$ cat config.mk
export PLATFORM = sky130hd
export DESIGN_NAME = fmc_mode_ctrl
export DESIGN_NICKNAME = d
export VERILOG_FILES = /design/src/rtl/fmc_sync.v /design/src/rtl/fmc_delay.v /design/src/rtl/fmc_mode_ctrl.v
export VERILOG_INCLUDE_DIRS = /design/src /design/src/rtl
export SDC_FILE = /design/constraint.sdc
export NUM_CORES = 1
export LEC_CHECK = 0
export BUFFER_PORTS_ARGS = -buffer_cell sky130_fd_sc_hd__buf_2
export CAP_MARGIN = 20
export CORE_AREA = 2 2 269 138
export CTS_CLUSTER_DIAMETER = 30
export CTS_CLUSTER_SIZE = 40
export DETAILED_ROUTE_END_ITERATION = 12
export DIE_AREA = 0 0 271 140
export GPL_TIMING_DRIVEN = 0
export PLACE_DENSITY = 0.73
export SLEW_MARGIN = 5
export SYNTH_ARGS = -nofsm -noshare
export SYNTH_HDL_FRONTEND = slang
export SYNTH_HIERARCHICAL = 1
export SYNTH_SLANG_ARGS = --single-unit
$ cat constraint.sdc
create_clock -name clk -period 11.3 [get_ports clk]
set_input_delay 0.565 -clock clk [delete_from_list [all_inputs] [get_ports clk]]
set_output_delay 0.565 -clock clk [all_outputs]
set_load 0.005 [all_outputs]
$ cat src/rtl/fmc_regs.vh
// Register map, field positions, mode codes and timing counts of the
// fail-safe mode controller. Definitions only; include by bare name.
`ifndef FMC_REGS_VH
`define FMC_REGS_VH

// Byte offsets on the register bus
`define FMC_OFF_CFG0         12'h000
`define FMC_OFF_CFG1         12'h004
`define FMC_OFF_CFG2         12'h008
`define FMC_OFF_TRIM         12'h00C
`define FMC_OFF_STAT         12'h010

// CFG0: thresholds and sense ranges
`define FMC_THR1_LSB         0
`define FMC_RNG1_LSB         8
`define FMC_THR2_LSB         16
`define FMC_RNG2_LSB         24
// CFG1: off-time codes
`define FMC_TOFF1_LSB        0
`define FMC_TOFF2_LSB        8
// CFG2: enables, mode select, overcurrent, thermal auto-recover
`define FMC_EN2_BIT          0
`define FMC_EN1_BIT          1
`define FMC_MODE_LSB         2
`define FMC_OC_LSB           5
`define FMC_TSD1_BIT         8
`define FMC_TSD2_BIT         9
// TRIM: sense trim values (read only)
`define FMC_TRIM1_LSB        0
`define FMC_TRIM2_LSB        8
// STAT: flags and state (read clears both flags in normal, fail-safe or stand-alone state unless the latched mode locks the bus)
`define FMC_ST_FS_BIT        0
`define FMC_ST_SERR_BIT      1
`define FMC_ST_HOLD_BIT      2
`define FMC_ST_STATE_LSB     4
`define FMC_ST_SHADOW_LSB    8

// Reset value of all control registers
`define FMC_RST_CFG          32'h0000_0000

// Protection mode select codes
`define FMC_MD_OFF           3'h0
`define FMC_MD_OTP           3'h1
`define FMC_MD_SA_LOCK       3'h6

// Bus responses
`define FMC_RESP_OKAY        2'h0
`define FMC_RESP_SLVERR      2'h2

// Init delay
`define FMC_INIT_DELAY_US    150
`define FMC_CLK_MHZ          100
`define FMC_INIT_DELAY_CYC   (`FMC_INIT_DELAY_US * `FMC_CLK_MHZ)

`endif

$ cat src/rtl/fmc_sync.v
// Two-flop synchroniser for a group of asynchronous pins.
// Assumes each bit is an independent level; no bus coherency.
`timescale 1ns/100ps
module fmc_sync #(
  parameter         W       = 1,
  parameter [W-1:0] RST_VAL = {W{1'b0}}
) (
  // Clock and reset
  input  wire         clk,
  input  wire         rst,
  input  wire         ce,
  // Pins in, synchronised levels out
  input  wire [W-1:0] d,
  output wire [W-1:0] q
);
  reg [W-1:0] meta_reg;
  reg [W-1:0] sync_reg;

  always @(posedge clk or posedge rst) begin
    if (rst) begin
      meta_reg <= RST_VAL;
      sync_reg <= RST_VAL;
    end else if (ce) begin
      meta_reg <= d;
      sync_reg <= meta_reg;
    end
  end

  assign q = sync_reg;
endmodule // fmc_sync

$ cat src/rtl/fmc_delay.v
// One-shot delay: done pulses CYCLES enabled cycles after start.
// Assumes start is a single-cycle pulse from the same clock; a new start restarts.
`timescale 1ns/100ps
module fmc_delay #(
  parameter CYCLES = 15000
) (
  // Clock and reset
  input  wire clk,
  input  wire rst,
  input  wire ce,
  // Control
  input  wire start,
  output reg  done
);
  localparam         W    = $clog2(CYCLES + 1);
  localparam [W-1:0] LOAD = CYCLES - 1;

  reg [W-1:0] cnt_reg;
  reg         run_reg;

  always @(posedge clk or posedge rst) begin
    if (rst) begin
      cnt_reg <= {W{1'b0}};
      run_reg <= 1'b0;
      done    <= 1'b0;
    end else if (ce) begin
      done <= 1'b0;
      if (start) begin
        cnt_reg <= LOAD;
        run_reg <= 1'b1;
      end else if (run_reg) begin
        if (cnt_reg == {W{1'b0}}) begin
          run_reg <= 1'b0;
          done    <= 1'b1;
        end else begin
          cnt_reg <= cnt_reg - 1'b1;
        end
      end
    end
  end
endmodule // fmc_delay

$ cat src/rtl/fmc_mode_ctrl.v
// Functional-mode controller of a dual-channel LED driver: reset, init,
// normal, fail-safe and stand-alone states, register file on AXI4-Lite.
// Assumes the AXI4-Lite master stands in for the serial port, the serial
// frame checker reports bad frames on serial_frame_error (same clock),
// and the one-time-memory image is stable static inputs.
`timescale 1ns/100ps
`include "fmc_regs.vh"
module fmc_mode_ctrl #(
  parameter INIT_CYCLES = `FMC_INIT_DELAY_CYC
) (
  // Clock, reset, enable
  input  wire        clk,
  input  wire        rst,
  input  wire        ce,
  // Device pins
  input  wire        external_reset_pin_n,
  input  wire [1:0]  channel_control_pin,
  // One-time memory image
  input  wire        otp_programmed,
  input  wire        otp_lock,
  input  wire [31:0] otp_cfg0,
  input  wire [31:0] otp_cfg1,
  input  wire [31:0] otp_cfg2,
  input  wire [6:0]  otp_range1,
  input  wire [6:0]  otp_range2,
  // Serial frame checker
  input  wire        serial_frame_error,
  // AXI4-Lite write
  input  wire [11:0] s_axi_awaddr,
  input  wire        s_axi_awvalid,
  output reg         s_axi_awready,
  input  wire [31:0] s_axi_wdata,
  input  wire [3:0]  s_axi_wstrb,
  input  wire        s_axi_wvalid,
  output reg         s_axi_wready,
  output reg  [1:0]  s_axi_bresp,
  output reg         s_axi_bvalid,
  input  wire        s_axi_bready,
  // AXI4-Lite read
  input  wire [11:0] s_axi_araddr,
  input  wire        s_axi_arvalid,
  output reg         s_axi_arready,
  output reg  [31:0] s_axi_rdata,
  output reg  [1:0]  s_axi_rresp,
  output reg         s_axi_rvalid,
  input  wire        s_axi_rready,
  // Status to the regulators
  output reg  [1:0]  buck_enable_out,
  output reg         pins_ignored_out,
  output reg         device_in_reset_out,
  output reg         failsafe_active_out,
  output reg         standalone_active_out
);
  localparam [2:0] ST_RESET = 3'h0;
  localparam [2:0] ST_INIT  = 3'h1;
  localparam [2:0] ST_NORM  = 3'h2;
  localparam [2:0] ST_FS    = 3'h3;
  localparam [2:0] ST_SA    = 3'h4;

  localparam [1:0] LD_NONE   = 2'h0;
  localparam [1:0] LD_ZERO   = 2'h1;
  localparam [1:0] LD_KEEPMD = 2'h2;
  localparam [1:0] LD_OTP    = 2'h3;

  // Modes in which a pin falling edge enters fail-safe
  function fs_by_pin;
    input [2:0] m;
    begin
      fs_by_pin = (m >= 3'h2) && (m <= 3'h5);
    end
  endfunction

  // Latched modes that lock out register writes and read-clearing
  function bus_locked;
    input [2:0] m;
    begin
      bus_locked = (m != `FMC_MD_OFF) && !m[0];
    end
  endfunction

  function [31:0] merge;
    input [31:0] old;
    input [31:0] nw;
    input [3:0]  strb;
    integer i;
    begin
      for (i = 0; i < 4; i = i + 1) begin
        merge[i*8 +: 8] = strb[i] ? nw[i*8 +: 8] : old[i*8 +: 8];
      end
    end
  endfunction

  // Pin synchronisation and edges
  wire [2:0] pins_s;
  wire       init_done;
  reg        pin_prev_reg;

  fmc_sync #(
    .W       (3),
    .RST_VAL (3'b100)
  ) u_sync (
    .clk (clk),
    .rst (rst),
    .ce  (ce),
    .d   ({external_reset_pin_n, channel_control_pin}),
    .q   (pins_s)
  );

  wire pin_fall = pin_prev_reg & ~pins_s[2];
  wire pin_rise = ~pin_prev_reg & pins_s[2];

  // Control state
  reg [2:0]  state_reg, state_next;
  reg [2:0]  shadow_reg, shadow_next;
  reg        hold_reg, hold_next;
  reg        fs_flag_reg;
  reg        serr_flag_reg;
  reg [31:0] cfg0_reg, cfg1_reg, cfg2_reg, trim_reg;
  reg [31:0] otp0_reg, otp1_reg, otp2_reg, otp_trim_reg;
  reg        otp_ok_reg;
  reg [1:0]  load_kind;
  reg        init_start;
  reg        fs_set;

  // Bus slave state
  reg [11:0] aw_addr_reg;
  reg        aw_have_reg;
  reg [31:0] w_data_reg;
  reg [3:0]  w_strb_reg;
  reg        w_have_reg;
  reg [31:0] rd_data;
  reg        rd_hit;

  wire [2:0] mode_reg   = cfg2_reg[`FMC_MODE_LSB +: 3];
  wire [2:0] otp_md     = otp_ok_reg ? otp2_reg[`FMC_MODE_LSB +: 3] : `FMC_MD_OFF;
  wire       active     = (state_reg == ST_NORM) | (state_reg == ST_FS) | (state_reg == ST_SA);
  wire       bus_open   = active & ~bus_locked(shadow_reg);
  wire       do_write   = aw_have_reg & w_have_reg & ~s_axi_bvalid;
  wire       wr_hit     = (aw_addr_reg == `FMC_OFF_CFG0) | (aw_addr_reg == `FMC_OFF_CFG1)
                        | (aw_addr_reg == `FMC_OFF_CFG2);
  wire       wr_apply   = do_write & wr_hit & bus_open;
  wire [31:0] cfg2_wr   = merge(cfg2_reg, w_data_reg, w_strb_reg);
  wire [2:0] wr_md      = cfg2_wr[`FMC_MODE_LSB +: 3];
  wire       exit_wr    = wr_apply & (aw_addr_reg == `FMC_OFF_CFG2)
                        & (wr_md == `FMC_MD_OFF || wr_md == `FMC_MD_OTP)
                        & shadow_reg[0] & (shadow_reg != `FMC_MD_OTP);
  wire       ar_take    = s_axi_arready & s_axi_arvalid;
  wire       stat_clr   = ar_take & (s_axi_araddr == `FMC_OFF_STAT) & bus_open;
  wire       op_done    = (s_axi_bvalid & s_axi_bready) | (s_axi_rvalid & s_axi_rready);

  fmc_delay #(
    .CYCLES (INIT_CYCLES)
  ) u_init (
    .clk   (clk),
    .rst   (rst),
    .ce    (ce),
    .start (init_start),
    .done  (init_done)
  );

  // Mode sequencing
  always @* begin
    state_next  = state_reg;
    shadow_next = shadow_reg;
    hold_next   = hold_reg & ~op_done;
    load_kind   = LD_NONE;
    init_start  = 1'b0;
    fs_set      = 1'b0;
    case (state_reg)
      ST_RESET: begin
        // Held here while the pin is low
        if (pins_s[2]) begin
          state_next = ST_INIT;
          init_start = 1'b1;
        end
      end
      ST_INIT: begin
        if (init_done) begin
          state_next = ST_NORM;
          case (otp_md)
            3'h0: load_kind = LD_ZERO;
            3'h1: load_kind = LD_OTP;
            3'h2, 3'h3: load_kind = LD_KEEPMD;
            3'h4, 3'h5: begin
              load_kind = LD_OTP;
              hold_next = 1'b1;
            end
            default: begin
              load_kind   = LD_OTP;
              state_next  = ST_SA;
              shadow_next = otp_md;
            end
          endcase
        end
      end
      ST_NORM: begin
        if (pin_fall) begin
          if (fs_by_pin(mode_reg)) begin
            // Without a locked memory image the edge is ignored
            if (otp_ok_reg) begin
              state_next  = ST_FS;
              shadow_next = mode_reg;
              load_kind   = LD_OTP;
              fs_set      = 1'b1;
              hold_next   = 1'b0;
            end
          end else begin
            state_next  = ST_RESET;
            shadow_next = `FMC_MD_OFF;
          end
        end
      end
      ST_FS: begin
        // Falling edges are ignored here
        if (pin_rise | exit_wr) begin
          state_next  = ST_NORM;
          shadow_next = `FMC_MD_OFF;
        end
      end
      ST_SA: begin
        if (pin_fall) begin
          state_next  = ST_RESET;
          shadow_next = `FMC_MD_OFF;
        end else if (exit_wr) begin
          state_next  = ST_NORM;
          shadow_next = `FMC_MD_OFF;
        end
      end
      default: begin
        state_next  = ST_RESET;
        shadow_next = `FMC_MD_OFF;
      end
    endcase
  end

  always @(posedge clk or posedge rst) begin
    if (rst) begin
      state_reg     <= ST_RESET;
      shadow_reg    <= `FMC_MD_OFF;
      hold_reg      <= 1'b0;
      pin_prev_reg  <= 1'b1;
      fs_flag_reg   <= 1'b0;
      serr_flag_reg <= 1'b0;
      otp0_reg      <= `FMC_RST_CFG;
      otp1_reg      <= `FMC_RST_CFG;
      otp2_reg      <= `FMC_RST_CFG;
      otp_trim_reg  <= `FMC_RST_CFG;
      otp_ok_reg    <= 1'b0;
    end else if (ce) begin
      state_reg    <= state_next;
      shadow_reg   <= shadow_next;
      hold_reg     <= hold_next;
      pin_prev_reg <= pins_s[2];
      // Set wins over a read-clear in the same cycle
      if (fs_set)
        fs_flag_reg <= 1'b1;
      else if (stat_clr)
        fs_flag_reg <= 1'b0;
      if (serial_frame_error)
        serr_flag_reg <= 1'b1;
      else if (stat_clr)
        serr_flag_reg <= 1'b0;
      // Memory refresh at the start of init
      if (init_start) begin
        otp0_reg     <= otp_cfg0;
        otp1_reg     <= otp_cfg1;
        otp2_reg     <= otp_cfg2;
        otp_trim_reg <= {17'h0_0000, otp_range2, 1'b0, otp_range1};
        otp_ok_reg   <= otp_programmed & otp_lock;
      end
    end
  end

  // Control registers: a load from the sequencer beats a bus write
  always @(posedge clk or posedge rst) begin
    if (rst) begin
      cfg0_reg <= `FMC_RST_CFG;
      cfg1_reg <= `FMC_RST_CFG;
      cfg2_reg <= `FMC_RST_CFG;
      trim_reg <= `FMC_RST_CFG;
    end else if (ce) begin
      case (load_kind)
        LD_ZERO: begin
          cfg0_reg <= `FMC_RST_CFG;
          cfg1_reg <= `FMC_RST_CFG;
          cfg2_reg <= `FMC_RST_CFG;
          trim_reg <= `FMC_RST_CFG;
        end
        LD_KEEPMD: begin
          cfg0_reg <= `FMC_RST_CFG;
          cfg1_reg <= `FMC_RST_CFG;
          cfg2_reg <= {27'h000_0000, otp_md, 2'h0};
          trim_reg <= `FMC_RST_CFG;
        end
        LD_OTP: begin
          cfg0_reg <= otp0_reg;
          cfg1_reg <= otp1_reg;
          cfg2_reg <= otp2_reg;
          trim_reg <= otp_trim_reg;
        end
        default: begin
          if (wr_apply) begin
            case (aw_addr_reg)
              `FMC_OFF_CFG0: cfg0_reg <= merge(cfg0_reg, w_data_reg, w_strb_reg);
              `FMC_OFF_CFG1: cfg1_reg <= merge(cfg1_reg, w_data_reg, w_strb_reg);
              default:       cfg2_reg <= cfg2_wr;
            endcase
          end
        end
      endcase
    end
  end

  // Read decode
  always @* begin
    rd_data = 32'h0000_0000;
    rd_hit  = 1'b1;
    case (s_axi_araddr)
      `FMC_OFF_CFG0: rd_data = cfg0_reg;
      `FMC_OFF_CFG1: rd_data = cfg1_reg;
      `FMC_OFF_CFG2: rd_data = cfg2_reg;
      `FMC_OFF_TRIM: rd_data = trim_reg;
      `FMC_OFF_STAT: begin
        rd_data[`FMC_ST_FS_BIT]            = fs_flag_reg;
        rd_data[`FMC_ST_SERR_BIT]          = serr_flag_reg;
        rd_data[`FMC_ST_HOLD_BIT]          = hold_reg;
        rd_data[`FMC_ST_STATE_LSB +: 3]    = state_reg;
        rd_data[`FMC_ST_SHADOW_LSB +: 3]   = shadow_reg;
      end
      default: rd_hit = 1'b0;
    endcase
  end

  // AXI4-Lite slave; address and data taken in either order
  always @(posedge clk or posedge rst) begin
    if (rst) begin
      s_axi_awready <= 1'b1;
      s_axi_wready  <= 1'b1;
      s_axi_bvalid  <= 1'b0;
      s_axi_bresp   <= `FMC_RESP_OKAY;
      s_axi_arready <= 1'b1;
      s_axi_rvalid  <= 1'b0;
      s_axi_rresp   <= `FMC_RESP_OKAY;
      s_axi_rdata   <= 32'h0000_0000;
      aw_addr_reg   <= 12'h000;
      aw_have_reg   <= 1'b0;
      w_data_reg    <= 32'h0000_0000;
      w_strb_reg    <= 4'h0;
      w_have_reg    <= 1'b0;
    end else if (ce) begin
      if (s_axi_awready & s_axi_awvalid) begin
        s_axi_awready <= 1'b0;
        aw_addr_reg   <= {s_axi_awaddr[11:2], 2'b00};
        aw_have_reg   <= 1'b1;
      end
      if (s_axi_wready & s_axi_wvalid) begin
        s_axi_wready <= 1'b0;
        w_data_reg   <= s_axi_wdata;
        w_strb_reg   <= s_axi_wstrb;
        w_have_reg   <= 1'b1;
      end
      // Blocked writes still answer OKAY; only writes outside CFG0-CFG2 fail
      if (do_write) begin
        s_axi_bvalid <= 1'b1;
        s_axi_bresp  <= wr_hit ? `FMC_RESP_OKAY : `FMC_RESP_SLVERR;
        aw_have_reg  <= 1'b0;
        w_have_reg   <= 1'b0;
      end
      if (s_axi_bvalid & s_axi_bready) begin
        s_axi_bvalid  <= 1'b0;
        s_axi_awready <= 1'b1;
        s_axi_wready  <= 1'b1;
      end
      if (ar_take) begin
        s_axi_arready <= 1'b0;
        s_axi_rvalid  <= 1'b1;
        s_axi_rdata   <= rd_data;
        s_axi_rresp   <= rd_hit ? `FMC_RESP_OKAY : `FMC_RESP_SLVERR;
      end
      if (s_axi_rvalid & s_axi_rready) begin
        s_axi_rvalid  <= 1'b0;
        s_axi_arready <= 1'b1;
      end
    end
  end

  // Channel enables and mode outputs
  wire [1:0] en_bits = {cfg2_reg[`FMC_EN2_BIT], cfg2_reg[`FMC_EN1_BIT]};

  always @(posedge clk or posedge rst) begin
    if (rst) begin
      buck_enable_out       <= 2'b00;
      pins_ignored_out      <= 1'b0;
      device_in_reset_out   <= 1'b1;
      failsafe_active_out   <= 1'b0;
      standalone_active_out <= 1'b0;
    end else if (ce) begin
      case (state_reg)
        ST_NORM: buck_enable_out <= en_bits & pins_s[1:0] & {2{~hold_reg}};
        ST_FS, ST_SA: buck_enable_out <= en_bits;
        default: buck_enable_out <= 2'b00;
      endcase
      pins_ignored_out      <= (state_reg == ST_FS) | (state_reg == ST_SA);
      device_in_reset_out   <= (state_reg == ST_RESET) | (state_reg == ST_INIT);
      failsafe_active_out   <= (state_reg == ST_FS);
      standalone_active_out <= (state_reg == ST_SA);
    end
  end
endmodule // fmc_mode_ctrl

# Word level (Yosys, flattened, before mapping)
# Index checks and enable logic that the tools add are counted.
# W data, S select, Z words.
# totals
elab_cells,276
ff_bits,366
output_inout_bits,47
in_bits,184
# classes
n_bitwise,37
add_sub_neg,1
muxes,89
n_reduce_logical,70
n_lt_le_gt_ge,2
eq_ne,29
# op_table
cell,n
$mux W32,6
$pmux W32 S2,3
$pmux W32 S3,1
$pmux W21 S4,1
$pmux W3 S5,5
$mux W3,18
$reduce_and A4 Y1,12
$mux W14,3
$mux W8,5
$mux W1,35
$reduce_and A2 Y1,14
$eq A12 B4 Y1 const B,2
$logic_not A12 Y1,2
$reduce_bool A3 Y1,8
$and A1 B1 Y1,20
$reduce_bool A2 Y1,10
$reduce_bool A4 Y1,5
$logic_not A14 Y1,1
$sub A14 B1 Y14 const B,1
$eq A12 B3 Y1 const B,1
$eq A12 B5 Y1 const B,1
$eq A3 B2 Y1 const B,4
$mux W2,6
$pmux W2 S2,3
28 further kinds,61

# Logic depth before layout (Yosys ltp)
# logic_depth
ltp_word,12
ltp_mapped,14
ltp_nobuf,11

# Modules after synthesis
# Netlist, hierarchy kept.
# by_module_without_submodules
mod,instances,cells_per_inst,area_per_inst_um2,seq_area_each_um2
fmc_mode_ctrl,1,1161,14706.6,8114.0
fmc_delay,1,96,907.1,400.4
fmc_sync,1,14,257.7,152.6

# Worst setup path before layout
# Ideal clock, no wire load.
# synth_path
path_type,reg2reg
start,register state_reg[1]
end,register cfg1_reg[0]
path_buffers,3
stages_incl_launch_ff,14
arrival_time_ps,2967
setup_ps,125
path_slack_ps,8209
period_less_slack_ps,3091
required_time_ps,11175
cell_sequence,dfrtp_1 > buf_2 > clkbuf_1 > nor2_1 > and2_1 > nand3_1 > nor2_1 > or2_2 > ha_1 > nor2_2 > nor2b_1 > a21o_1 > buf_2 > mux2_2
# synth_between
elab_chain_cells,7
word_cells_on_any_way,18
classes_between,eq/ne (7); mux (2); bitwise (4); reduce/logical (5)
# synth_lines
item,line_no,text
"start, declared",fmc_mode_ctrl.v:113,"reg [2:0] state_reg, state_next;"
"start signal, assigned",fmc_mode_ctrl.v:250,state_reg <= state_next;
"$eq A3 B2 Y1, on equally long branches","fmc_mode_ctrl.v:136, fmc_mode_ctrl.v:169",
$or A1 B1 Y1 (2 in a row),fmc_mode_ctrl.v:136,wire active = (state_reg == ST_NORM) | (state_reg == ST_FS) | (state_reg == ST_SA);
$and A1 B1 Y1,fmc_mode_ctrl.v:137,wire bus_open = active & ~bus_locked(shadow_reg);
$and A1 B1 Y1,fmc_mode_ctrl.v:141,wire wr_apply = do_write & wr_hit & bus_open;
$reduce_bool A3 Y1 (no line),n/a,
$reduce_and A4 Y1 (no line),n/a,
"end signal, assigned",fmc_mode_ctrl.v:278,cfg1_reg <= `FMC_RST_CFG;
"end signal, assigned",fmc_mode_ctrl.v:285,cfg1_reg <= `FMC_RST_CFG;
"end signal, assigned",fmc_mode_ctrl.v:291,cfg1_reg <= `FMC_RST_CFG;
"end, declared",fmc_mode_ctrl.v:118,"reg [31:0] cfg0_reg, cfg1_reg, cfg2_reg, trim_reg;"
# Several ways; a longest one is shown, not always the timed one.
# A chain may end at the register's enable or synchronous reset.

# Worst setup path in the final report
# layout_path
start,register cfg2_reg[3]
end,register cfg2_reg[21]
# layout_between
elab_chain_cells,8
word_cells_on_any_way,14
classes_between,order compare (2); eq/ne (4); mux (4); reduce/logical (4)
# layout_lines
item,line_no,text
"start, declared",fmc_mode_ctrl.v:118,
"start signal, assigned",fmc_mode_ctrl.v:279,cfg2_reg <= `FMC_RST_CFG;
"start signal, assigned",fmc_mode_ctrl.v:286,cfg2_reg <= `FMC_RST_CFG;
"start signal, assigned",fmc_mode_ctrl.v:292,"cfg2_reg <= {27'h000_0000, otp_md, 2'h0};"
$ge A3 B2 Y1 or $le A3 B3 Y1 (tied branches),fmc_mode_ctrl.v:69,fs_by_pin = (m >= 3'h2) && (m <= 3'h5);
$logic_and A1 B1 Y1 *,fmc_mode_ctrl.v:69,
$mux W2 *,fmc_mode_ctrl.v:198,if (fs_by_pin(mode_reg)) begin
$mux W2 *,fmc_mode_ctrl.v:197,if (pin_fall) begin
$pmux W2 S2 *,fmc_mode_ctrl.v:169,case (state_reg)
$eq A2 B2 Y1 or $eq A2 B1 Y1 (tied branches),fmc_mode_ctrl.v:282,case (load_kind)
$ne A4 B1 Y1 (no line) or $reduce_bool A4 Y1 (tied branches),n/a,
$reduce_and A4 Y1 (no line),n/a,
# Mark *: on every way between the ends. The rest lies on a longest branch, timed or not.

==> impl_metrics.csv <==
group,metric,value,unit
sta,min_period_over_period,0.372,
yosys,ys_warn_count,6,
cts,cts_tree,"yes",
min_path,min_path_cells,2,
cts,clockBufferDepth,3,
route,wl,51000,µm
route,wl_per_cell,24.6,µm
min_path,min_from,"s_axi_wdata[24]",
yosys,netlist_area,15900,µm²
layout,drive_gt1_frac,0.396,
layout,fillCellCount,2984,
pwr,clock_power_share,0.370,
pwr,seq_power_share,0.448,
sta,fin_ws,7.09,ns
yosys,ys_ff_latch,346,
sta,relSlewSlack,0.299,
outcome,outcome,"finished clean",
sta,clock.fmax,238,MHz
sta,fin_crit,4.21,ns
setup_path,crit_arrival,4.69,ns
setup_path,rr_worst_depth,13,
sta,finalHoldViolCount,0,
route,ant_nets,0,
setup_path,crit_fanout,10,
sta,rsz0062_at_grt,"no",
pwr,powerDensity,210,nW/µm²
setup_path,startpoint,"cfg2_reg[3]$_DFFE_PP0P_",
layout,layout.nets,1737,
cts,insertion_delay,0.57,ns
route,first_pass_iters,6,
yosys,avgSynthCellArea,12.5,µm²
die,start_util,0.447,
die,core,35500,µm²
place,dpl.hpwl,37300,µm
layout,area_growth,21.4,%
die,die_w,271,µm
layout,stdcell_area,19300,µm²
global_route,grt_use_total,0.266,
die,fp.dieH,140,µm
layout,layout_common_cells,"339 x dfrtp_1, 242 x buf_2, 236 x mux2_2, 75 x a22oi_1, 70 x nand2_1",
cts,hold_buffers,1,
place,gp_congestion,0.941,
pwr,peakVddDrop,0.000114,V
min_path,hp-class,"input pin to flip-flop",
yosys,ys_types,77,
cts,clk_pin_slew_worst_paths,0.07,ns
layout,final_util,0.543,
pwr,p_total,4.05,mW
pwr,netSwitchingFraction,0.306,
pwr,leakagePower,8.83,nW
sta,tightest_slew,1.05,ns
global_route,grt_max_degree,117,
job,cap_violations,0,
setup_path,r2r_start,"cfg2_reg[3]$_DFFE_PP0P_",
layout,final_common_cell,"dfrtp_1",
pwr,switching_power,1.24,mW
place,dpl_cell_area,17700,µm²
die,row_count,49,
route,remaining_drc_errors,0,
min_path,whs_endpoint,"w_data_reg[24]$_DFFE_PP0P_",
global_route,antenna_found_initial,2,
cts,postCtsSetupBuffers,0,
setup_path,start_kind,"flip-flop",
place,dp.cells,1982,
cts,htreeDepth,2,
yosys,yosysSeqAreaShare,0.546,
place,port_buffers,224,
layout,regArea,8670,µm²
yosys,ys.flop_type,"dfrtp_1",
setup_path,r2r_end,"cfg2_reg[21]$_DFFE_PP0P_",
sta,skew,0.0201,ns
die,die-area,37900,µm²
setup_path,end_kind,"flip-flop",
route,drtIter0Drc,1416,
route,dr_total_vias,12359,
cts,cts.sinks,346,
pwr,p_comb_frac,0.181,
layout,fin_cells,2070,
route,via_per_inst,5.97,
setup_path,cp_data_required_time,11.78,ns
global_route,first_global_vias,12293,
yosys,synthArstFlopShare,1.00,
global_route,grt_first_pass_wirelength,76100,µm
setup_path,crit_type,"flip-flop to flip-flop",
global_route,overflow,0,
yosys,syn_inst,1271,
pwr,p_int,2.81,mW
cts,cts_root_buf,"clkbuf_16",
sta,maxSlewViolCount,0,
place,dpl_worst_slack,7.34,ns
cts,cts_resized,0,
die,ios,231,
layout,multi_input_area,6690,µm²
sta,finalSetupViolCount,0,
cts,cts-buffers-inserted,45,
setup_path,worst-r2r-setup-slack,7.09,ns
yosys,synth_edf_count,0,
logic make-up after synthesis:
| group | count (synthesis) | share of synthesized area |
|---|---|---|
| buf+inv | 116 | 0.0325 |
| other cells | 1 | 0.000236 |
| fa+ha+maj | 6 | 0.00473 |
| mux | 251 | 0.183 |
| simple gates | 197 | 0.0713 |
| compound gates | 354 | 0.162 |
| flops | 346 | 0.546 |
layout make-up:
class,count,area share
diodes,2,0.000260
plain buffers,91,0.0219
clock buffers,52,0.0624
clock inverters,32,0.0201
inverters,25,0.00526
multi-input cells,810,0.347
flip-flops and latches,346,0.450
well taps,484,0.0314
repair buffers,228,0.0618
routing by layer:
metal	wire length, µm	track usage
met5	0	0
met4	1060	0.0657
met3	5960	0.0845
met2	21700	0.375
met1	22300	0.394
power by group through the flow:
| stage | Combinational (mW) | Sequential (mW) | Clock (mW) |
|---|---|---|---|
| finish | 0.734 | 1.82 | 1.50 |
| global route | 0.807 | 1.84 | 1.57 |
| CTS | 0.729 | 1.80 | 1.51 |
| detailed placement | 0.724 | 1.82 | 0 |
| global placement | 0.693 | 1.81 | 0 |
| floorplan | 0.542 | 1.72 | 0 |
Yosys cell counts (7+ instances only):
library cell    n  area [µm²]
clkbuf_1       59         221
inv_1          25        93.8
buf_2          17        85.1
a22o_1         57         499
dfstp_2         7         184
nor3_1         10        50.1
a21oi_1        66         330
nand3_1        18        90.1
dfrtp_1       339        8480
a31oi_1        55         344
nand2_1        70         263
nor2_1         37         139
o31ai_4         8         170
o21ai_0        47         235
mux2_2        236        2660
a22oi_1        75         563
how the worst max path moves through the flow:
stage               depth (start not counted)  slack [ns]                         end
global route                               12        7.01    cfg1_reg[31]$_DFFE_PP0P_
global placement                            2       -1.46    otp2_reg[28]$_DFFE_PP0P_
detailed placement                         13        7.34    cfg2_reg[21]$_DFFE_PP0P_
CTS                                        13        7.34    cfg2_reg[21]$_DFFE_PP0P_
floorplan                                   1        1.77  asynchronous set/reset pin
finish                                     13        7.09    cfg2_reg[21]$_DFFE_PP0P_
stage by stage:
step / setup TNS (ns) / hold WS [ns]
detailed placement: 0 / 0.475
CTS: 0 / 0.213
global route: 0 / 0.216
finish: 0 / 0.223
floorplan: 0 / 0.355
global placement: -460.27 / 0.470
worst max-delay path, stage by stage, from the launching register on:
cell and delay (ns):
dfrtp_1 0.52, inv_1 0.11, ha_1 0.39, nor3_1 0.26, and3_1 0.30, a31o_2 0.17, inv_1 0.07, ha_1 0.19
clkbuf_1 0.26, nor2b_1 0.28, clkbuf_1 0.52, clkbuf_1 0.60, a22oi_1 0.17, a31oi_1 0.25
(Power assumes the default switching activity.)
